File: src/design/gpbr_map.svh
// constants of the general purpose port bank
`ifndef GPBR_MAP_SVH
`define GPBR_MAP_SVH

`define GPBR_NPORT        7
`define GPBR_PORT_W       8
`define GPBR_IDX_W        3
`define GPBR_ANA_PORT     3'h5
`define GPBR_NARROW_PORT  3'h6
`define GPBR_NARROW_W     6
`define GPBR_JTAG_PU_MASK 8'hb0
`define GPBR_CFG_RST      8'h00
`define GPBR_RST_MIN_NS   2500
`define GPBR_CLK_NS       8
`define GPBR_CNT_W        12

`endif

File: src/design/gpbr_pkg.sv
// types shared by the port bank files
package gpbr_pkg;

  // per-port configuration: direction (1 = output), output value, pull-up enable
  typedef struct packed {
    logic [7:0] dir;
    logic [7:0] out;
    logic [7:0] pue;
  } gpbr_cfg_t;

  // peripheral takeover of single pins
  typedef struct packed {
    logic [7:0] en;
    logic [7:0] oe;
    logic [7:0] out;
  } gpbr_alt_t;

  // pad drive: value, output enable (high = driving), pull-up on
  typedef struct packed {
    logic [7:0] out;
    logic [7:0] oe;
    logic [7:0] pu;
  } gpbr_pad_t;

  typedef enum logic [1:0] {
    GPBR_SEL_DIR = 2'b00,
    GPBR_SEL_OUT = 2'b01,
    GPBR_SEL_PUE = 2'b10,
    GPBR_SEL_PIN = 2'b11
  } gpbr_sel_t;

  typedef enum logic [1:0] {
    GPBR_OP_WRITE  = 2'b00,
    GPBR_OP_SET    = 2'b01,
    GPBR_OP_CLEAR  = 2'b10,
    GPBR_OP_TOGGLE = 2'b11
  } gpbr_op_t;

  typedef struct packed {
    logic [7:0] in;
  } gpbr_pin_st_t;

endpackage : gpbr_pkg

File: src/design/gpbr_pin.sv
// one port of the bank: pad drive and input capture
`timescale 1ns/1ps
`default_nettype none
`include "gpbr_map.svh"

module gpbr_pin
  import gpbr_pkg::*;
#(
  parameter int W = 8
) (
  input  wire logic       sys_clk,
  input  wire logic       resetn,
  input  wire gpbr_cfg_t  cfg,
  input  wire gpbr_alt_t  alt,
  input  wire logic       analog_en,
  input  wire logic       hiz,
  input  wire logic [7:0] keep_pu,
  input  wire logic [7:0] pad_in,
  output gpbr_pad_t       pad,
  output logic [7:0]      pin_val
);

  localparam logic [7:0] MASK = 8'((1 << W) - 1);

  gpbr_pin_st_t st_ff;
  gpbr_pin_st_t nxt_st;
  logic [7:0]   dig_oe;
  logic [7:0]   dig_pu;

  // ===========================================
  // pad drive
  always_comb begin
    dig_oe  = (alt.en & alt.oe) | (~alt.en & cfg.dir);
    pad.out = ((alt.en & alt.out) | (~alt.en & cfg.out)) & MASK;
    dig_pu  = cfg.pue & ~cfg.dir & ~alt.en;
    if (analog_en) begin
      dig_oe = 8'h00;
      dig_pu = 8'h00;
    end
    // tri-state while in reset, no clock needed
    pad.oe = hiz ? 8'h00 : (dig_oe & MASK);
    // test pins keep pull-up even in reset
    pad.pu = ((hiz ? 8'h00 : dig_pu) | keep_pu) & MASK;
  end

  // ===========================================
  // input capture
  always_comb begin
    nxt_st    = st_ff;
    nxt_st.in = analog_en ? 8'h00 : (pad_in & MASK);
  end

  always_ff @(posedge sys_clk or negedge resetn) begin
    if (!resetn) begin
      st_ff <= '0;
    end else begin
      st_ff <= nxt_st;
    end
  end

  assign pin_val = st_ff.in;

endmodule : gpbr_pin
`default_nettype wire

File: src/design/gpbr_top.sv
// bank of bidirectional ports with pull-ups and reset pin filter
`timescale 1ns/1ps
`default_nettype none
`include "gpbr_map.svh"

module gpbr_top
  import gpbr_pkg::*;
#(
  parameter int RST_MIN_NS = `GPBR_RST_MIN_NS,
  parameter int NPORT      = `GPBR_NPORT
) (
  input  wire logic                      sys_clk,
  input  wire logic                      resetn,
  input  wire logic                      ext_rst_n,
  input  wire logic                      cfg_we,
  input  wire logic [`GPBR_IDX_W-1:0]    cfg_port,
  input  wire gpbr_sel_t                 cfg_sel,
  input  wire gpbr_op_t                  cfg_op,
  input  wire logic [7:0]                cfg_data,
  input  wire logic [`GPBR_IDX_W-1:0]    rd_port,
  input  wire gpbr_sel_t                 rd_sel,
  output logic [7:0]                     rd_data,
  input  wire gpbr_alt_t [NPORT-1:0]     alt,
  input  wire logic [7:0]                analog_en,
  input  wire logic                      jtag_en,
  input  wire logic [NPORT-1:0][7:0]     pad_in,
  output gpbr_pad_t [NPORT-1:0]          pad,
  output logic [NPORT-1:0][7:0]          pin_val,
  output logic                           ext_rst_act
);

  // cycles the reset pin must stay low, rounded up
  localparam int RST_CYC_I = (RST_MIN_NS + `GPBR_CLK_NS - 1) / `GPBR_CLK_NS;
  localparam int RST_CYC   = (RST_CYC_I < 1) ? 1 : RST_CYC_I;
  localparam logic [`GPBR_CNT_W-1:0] RST_LAST = `GPBR_CNT_W'(RST_CYC - 1);

  typedef struct packed {
    gpbr_cfg_t [NPORT-1:0]   cfg;
    logic [`GPBR_CNT_W-1:0]  rst_cnt;
    logic                    ext_rst;
    logic [7:0]              rd;
  } gpbr_state_t;

  gpbr_state_t st_ff;
  gpbr_state_t nxt_st;
  logic        hiz;

  // ===========================================
  // helpers
  function automatic int gpbr_width(input int idx);
    return (idx == int'(`GPBR_NARROW_PORT)) ? `GPBR_NARROW_W : `GPBR_PORT_W;
  endfunction : gpbr_width

  function automatic logic [7:0] gpbr_apply(input gpbr_op_t op, input logic [7:0] old, input logic [7:0] d);
    case (op)
      GPBR_OP_WRITE:  return d;
      GPBR_OP_SET:    return old | d;
      GPBR_OP_CLEAR:  return old & ~d;
      GPBR_OP_TOGGLE: return old ^ d;
      default:        return old;
    endcase
  endfunction : gpbr_apply

  // ===========================================
  // state update
  always_comb begin
    nxt_st = st_ff;
    if (cfg_we && (int'(cfg_port) < NPORT)) begin
      case (cfg_sel)
        GPBR_SEL_DIR: nxt_st.cfg[cfg_port].dir = gpbr_apply(cfg_op, st_ff.cfg[cfg_port].dir, cfg_data);
        GPBR_SEL_OUT: nxt_st.cfg[cfg_port].out = gpbr_apply(cfg_op, st_ff.cfg[cfg_port].out, cfg_data);
        GPBR_SEL_PUE: nxt_st.cfg[cfg_port].pue = gpbr_apply(cfg_op, st_ff.cfg[cfg_port].pue, cfg_data);
        default:      nxt_st.cfg = st_ff.cfg;
      endcase
    end
    if (ext_rst_n) begin
      nxt_st.rst_cnt = '0;
      nxt_st.ext_rst = 1'b0;
    end else if (st_ff.rst_cnt >= RST_LAST) begin
      nxt_st.ext_rst = 1'b1;
    end else begin
      nxt_st.rst_cnt = st_ff.rst_cnt + `GPBR_CNT_W'(1);
    end
    // registered readback
    nxt_st.rd = 8'h00;
    if (int'(rd_port) < NPORT) begin
      case (rd_sel)
        GPBR_SEL_DIR: nxt_st.rd = st_ff.cfg[rd_port].dir;
        GPBR_SEL_OUT: nxt_st.rd = st_ff.cfg[rd_port].out;
        GPBR_SEL_PUE: nxt_st.rd = st_ff.cfg[rd_port].pue;
        GPBR_SEL_PIN: nxt_st.rd = pin_val[rd_port];
        default:      nxt_st.rd = 8'h00;
      endcase
    end
  end

  always_ff @(posedge sys_clk or negedge resetn) begin
    if (!resetn) begin
      for (int i = 0; i < NPORT; i++) begin
        st_ff.cfg[i] <= '{dir: `GPBR_CFG_RST, out: `GPBR_CFG_RST, pue: `GPBR_CFG_RST};
      end
      st_ff.rst_cnt <= '0;
      st_ff.ext_rst <= 1'b0;
      st_ff.rd      <= 8'h00;
    end else begin
      st_ff <= nxt_st;
    end
  end

  // pins float at once on resetn, and on the board reset pin only once the filtered ext_rst is set
  assign hiz         = ~resetn | st_ff.ext_rst;
  assign ext_rst_act = st_ff.ext_rst;
  assign rd_data     = st_ff.rd;

  // ===========================================
  // ports
  genvar p;
  generate
    for (p = 0; p < NPORT; p++) begin : g_port
      localparam bit ANA = (p == int'(`GPBR_ANA_PORT));
      logic [7:0] keep;
      assign keep = (ANA && jtag_en) ? `GPBR_JTAG_PU_MASK : 8'h00;
      gpbr_pin #(
        .W (gpbr_width(p))
      ) u_pin (
        .sys_clk   (sys_clk),
        .resetn    (resetn),
        .cfg       (st_ff.cfg[p]),
        .alt       (alt[p]),
        .analog_en (ANA ? (|analog_en) : 1'b0),
        .hiz       (hiz),
        .keep_pu   (keep),
        .pad_in    (pad_in[p]),
        .pad       (pad[p]),
        .pin_val   (pin_val[p])
      );
    end
  endgenerate

endmodule : gpbr_top
`default_nettype wire

File: config.mk
export PLATFORM = sky130hd
export DESIGN_NAME = gpbr_top
export DESIGN_NICKNAME = d
export VERILOG_FILES = /design/src/design/gpbr_pkg.sv /design/src/design/gpbr_pin.sv /design/src/design/gpbr_top.sv
export VERILOG_INCLUDE_DIRS = /design/src /design/src/design
export SDC_FILE = /design/constraint.sdc
export NUM_CORES = 1
export LEC_CHECK = 0
export BUFFER_PORTS_ARGS = -buffer_cell sky130_fd_sc_hd__buf_2
export CAP_MARGIN = 10
export CELL_PAD_IN_SITES_DETAIL_PLACEMENT = 0
export CELL_PAD_IN_SITES_GLOBAL_PLACEMENT = 1
export CORE_MARGIN = 1
export CORE_UTILIZATION = 36
export DETAILED_ROUTE_END_ITERATION = 8
export PLACE_DENSITY = 0.87
export SLEW_MARGIN = 15
export SYNTH_ARGS = -nofsm -noshare
export SYNTH_HDL_FRONTEND = slang
export SYNTH_SLANG_ARGS = --single-unit
File: constraint.sdc
create_clock -name sys_clk -period 2.1 [get_ports sys_clk]
set_clock_uncertainty 0.1 [all_clocks]
set_input_delay 0.315 -clock sys_clk [delete_from_list [all_inputs] [get_ports sys_clk]]
set_output_delay 0.315 -clock sys_clk [all_outputs]
set_load 0.02 [all_outputs]
== Yosys cells after proc, flatten, opt, wreduce, memory -nomap -nowiden ==
Cells that the tools add are included.

* $lt $le $gt $ge: 6
* Mux-type cells: 48
* Eq/ne operators: 9
* Bitwise gates (word level): 83
* Add/subtract/negate cells: 1
* Reductions and logical operators: 9

{| class="wikitable"
|+ Operators with widths
! kind !! number
|-
| $bwmux W168 || 3
|-
| $pmux W168 S3 || 1
|-
| $and A8 B8 Y8 || 39
|-
| $demux W24 S3 || 3
|-
| $mux W8 || 25
|-
| $bmux W24 S3 || 2
|-
| $or A8 B8 Y8 || 16
|-
| $pmux W8 S4 || 4
|-
| $not A8 Y8 || 13
|-
| $mux W24 || 3
|-
| $and A6 B6 Y6 || 6
|-
| $bmux W8 S3 || 1
|-
| $xor A8 B8 Y8 || 3
|-
| $mux W16 || 1
|-
| $mux W13 || 1
|-
| $add A12 B1 Y12 const B || 1
|-
| $ge A12 B9 Y1 const B || 1
|-
| $mux W12 || 1
|-
| $mux W6 || 2
|-
| $not A6 Y6 || 2
|-
| $or A6 B6 Y6 || 2
|-
| $eq A2 B2 Y1 const B || 5
|-
| $lt A3 B4 Y1 const B || 2
|-
| $reduce_or A8 Y1 || 1
|-
| other kinds (12) || 18
|}

* Word-level logic and storage cells: 187
* Output and inout bits: 233
* Register bits after elaboration: 243
* Input bits: 257

== Longest topological paths before layout ==
* Depth in word-level cells: 8
* Depth in mapped cells: 12
* Mapped depth without buffers: 9

== By module ==
From an unflattened synthesis, not the netlist that was laid out.

* Cells, all modules: 1,641
* Area, all modules: 15,742.6 um^2

{| class="wikitable"
|+ By module, submodules not included
! module !! area an instance (um^2) !! cells an instance !! seq. area each (um^2) !! times used
|-
| gpbr_top || 11,753.8 || 1,233 || 4,729.5 || 1
|-
| gpbr_pin at g_port[0].u_pin ... || 579.3 || 59 || 200.2 || 6
|-
| gpbr_pin at g_port[6].u_pin || 513.0 || 54 || 150.1 || 1
|}

== Least setup slack after synthesis ==
OpenSTA, ideal clock, no wires.

* Path type: in2reg
* From: in cfg_port[1]
* To: reg (tool-made name)
* Setup time: 0.121 ns
* Stages on the path: 9
* Slack: -0.606 ns
* Buffers on the path: 3
* Arrival: 2.485 ns
* Cell sequence: buf_2 -> buf_4 -> nor3b_2 -> buf_4 -> a22oi_1 -> and4_1 -> ha_1 -> mux4_2 -> a22o_1

{| class="wikitable"
|+ RTL lines
! what !! RTL line !! source
|-
| start: declaration || gpbr_top.sv:16 || <nowiki>input wire logic [`GPBR_IDX_W-1:0] cfg_port,</nowiki>
|}

==> out/qor.yml <==
vdd_drop_max_v: 0.000536
yosys_register_bits: 243
clk_path_buf_depth: 3
crit_fanout: 6
relSlewSlack: 0.271
rsz0062_at_grt: "true"
clk_latency_ps: 570
critPathMaxStageDelay_ps: 530
synth_area_um2: 15400
leakagePower_uw: 0.0117
start_kind: "register"
drc: 0
multi_input_area_um2: 11100
crit_path_frequent_cell: "o2bb2ai_2"
period_needed_ps: 2490
violations: "negative hold slack, negative setup slack"
p_comb_frac: 0.291
drive_above_1_share: 0.602
cts.sink_count: 243
die_w_um: 209
wl_per_cell_um: 30.4
synth_top_family_by_area: "compound AO/OA/AOI/OAI gates"
vias: 17400
synth_fa_ha_area_frac: 0.0432
synth_cells: 1420
grt_max_degree: 169
grt_use_total: 0.383
die_area_um2: 43500
place_congestion: 1.09
drv_cap: 0
power_switching_share: 0.320
p_int_uw: 10000
cts_root_buf: "clkbuf_16"
worst-setup-path-type: "register to register"
synth.distinct_cells: 72
wl_um: 86300
detail-route-antenna-nets: 0
path_cells: "mux2i_2 -> o2bb2ai_2 -> a221o_1 -> a221oi_2 -> ha_1 -> mux4_2 -> nand3_4 -> o2bb2ai_2"
synth_top_flop_cell: "dfrtp_1"
cts-buffers-inserted: 28
cts_tree: "done"
tightestPinTransition_ps: 1090
die_h_um: 209
hp-class: "input port to async pin"
p_clk_frac: 0.360
drt-initial-drc-count: 1983
yosysWarnings: 0
regArea_um2: 6080
antenna_found_initial: 5
synth_edf_count: 0
synthSimpleGateAreaFrac: 0.124
stdcell_area_um2: 26400
p_per_area_nw_per_um2: 560
portBuffers: 473
grt_pass1_vias: 17200
fin_ws_ps: -387
required_ps: 2440
syn_avg_cell_area_um2: 10.8
placed_cell_area_um2: 21300
total_power_uw: 14800
layout.nets: 2588
htree_levels: 1
hold_viol: 28
power.switching_uw: 4730
async_flop_share: 1.00
synth_mux_area_frac: 0.160
drv_slew: 0
cp_slowest_cell: "mux4_2"
post-dp-hpwl_um: 65000
rrSetupSlack_ps: -390
timing.final.crit_share: 1.18
post-place-ws_ps: -1030
viasPerCell: 6.13
p_seq_frac: 0.349
drtPass1Iterations: 6
core_um2: 42000
nFillCells: 3310
grt.overflow.total: 0
end_kind: "register"
grt_first_pass_wirelength_um: 121000
fp-row-count: 75
yosysSeqAreaShare: 0.396
rr_worst_depth: 8
status: "finished with violations"
io_pins: 490
synth_compound_area_frac: 0.227
hold_ws_ps: -10.2
fmax_mhz: 402
syn2layout_area_growth_pct: 71.6
start_util: 0.365
setup_viol: 231
clk_pin_slew_worst_paths_ps: 60
arrival_ps: 2820
synthXorXnorAreaFrac: 0.00399
## cells in the mapped netlist (all sizes together), types with 11 or more instances
cell type | instances | area [um^2]
nor4b | 52 | 468
a22o | 71 | 622
nand2 | 27 | 101
mux2i | 92 | 921
mux2 | 64 | 721
a221o | 14 | 140
o2bb2ai | 121 | 1060
nor2b | 29 | 181
a22oi | 24 | 180
a211oi | 24 | 180
o221ai | 16 | 140
mux4 | 36 | 811
nand3 | 11 | 70.1
clkbuf | 51 | 191
nor2 | 129 | 494
nor3 | 29 | 173
a211o | 12 | 105
a21oi | 34 | 170
o211ai | 14 | 105
dfrtp | 243 | 6080
buf | 61 | 365
inv | 39 | 146
o21ai | 51 | 327
ha | 53 | 663
## layout make-up
| type | count | share of cell area |
|---|---|---|
| Multi-Input combinational cell | 1034 | 0.421 |
| Sequential cell | 243 | 0.231 |
| Clock buffer | 38 | 0.0303 |
| Antenna cell | 1 | 0.0000949 |
| Timing Repair Buffer | 932 | 0.280 |
| Tap cell | 539 | 0.0256 |
| Clock inverter | 9 | 0.00646 |
| Inverter | 39 | 0.00565 |
## layer usage
metal / vias up / routed length (um) / GRT usage
met3: 238 / 9290 / 0.100
met4: 4 / 5100 / 0.181
met2: 1246 / 38000 / 0.588
met1: 8662 / 33900 / 0.502
li1: 7238 / - / -
met5: - / 42 / 0
## worst min-delay path by stage
stage / slack, ps / from / cells after the start / to
final: -10 / resetn / 2 / g_port[1].u_pin.pin_val[7]
after global routing: 80 / resetn / 2 / g_port[5].u_pin.pin_val[1]
after CTS: 20 / resetn / 2 / g_port[1].u_pin.pin_val[7]
after global placement: 20 / resetn / 1 / st_ff[9]
after detailed placement: 20 / resetn / 1 / st_ff[9]
after floorplan: -80 / resetn / 0 / async pin
## power by group through the flow
stage          clock, uW  sequential [uW]  combinational, uW
6_report            5310             5150               4310
5_1_grt             5480             5160               4460
4_1_cts             5300             5130               3980
3_5_place_dp           0             5200               3430
3_3_place_gp           0             5190               3380
2_1_floorplan          0             5250               1560
## repair_timing
item,4_1_cts,5_1_grt
hold buffers,57,0
endpoints found under the setup margin,266,275
pin swaps,78,79
endpoints found under the hold margin,65,0
resized for setup,403,216
cloned,12,3
setup buffers,45,25
## metrics by stage
step,TNS (ps),std cells,hold WS [ps],utilization
global route,-50230,2834,79.2,0.627
detailed placement,-134050,2655,21.9,0.507
floorplan,-25950,1427,-80.6,-
CTS,-35260,2813,21.8,0.600
global placement,-126970,2655,19.1,0.507
finish,-39600,2835,-10.2,0.627
## placed cells by master, fill, tap and decap left out, types with 15 or more instances in the layout
cell type,netlist,final
mux4_2,36,36
nand2_1,27,21
buf_2,31,359
nor2b_1,29,26
o21ai_0,30,26
dfrtp_1,243,240
buf_12,0,37
ha_2,0,15
o2bb2ai_1,121,31
dlygate4sd3_1,0,57
mux2i_1,92,86
nor3_1,26,25
a22o_1,71,70
nor4b_4,0,51
a21oi_2,0,17
clkbuf_16,0,32
o21ai_2,19,20
buf_4,26,361
nor2_1,127,65
nor2_4,1,55
buf_6,0,97
inv_1,37,36
o221ai_1,16,16
ha_1,53,36
mux2_2,64,56
o2bb2ai_2,0,86
a211oi_2,0,15
## kinds of logic after synthesis
| kind of cell | Yosys count |
|---|---|
| xor+xnor | 7 |
| buf+inv | 151 |
| other cells | 1 |
| compound gates | 436 |
| simple gates | 337 |
| flops | 243 |
| fa+ha+maj | 53 |
| mux | 192 |
## worst max-delay path: cells and delay by family (launching register included)
family          cells  cell delay (ps)
mux                 2              750
compound gates      4              650
flops               1              410
fa+ha+maj           1              270
simple gates        1              180
Power figures use the tool's default switching activity.
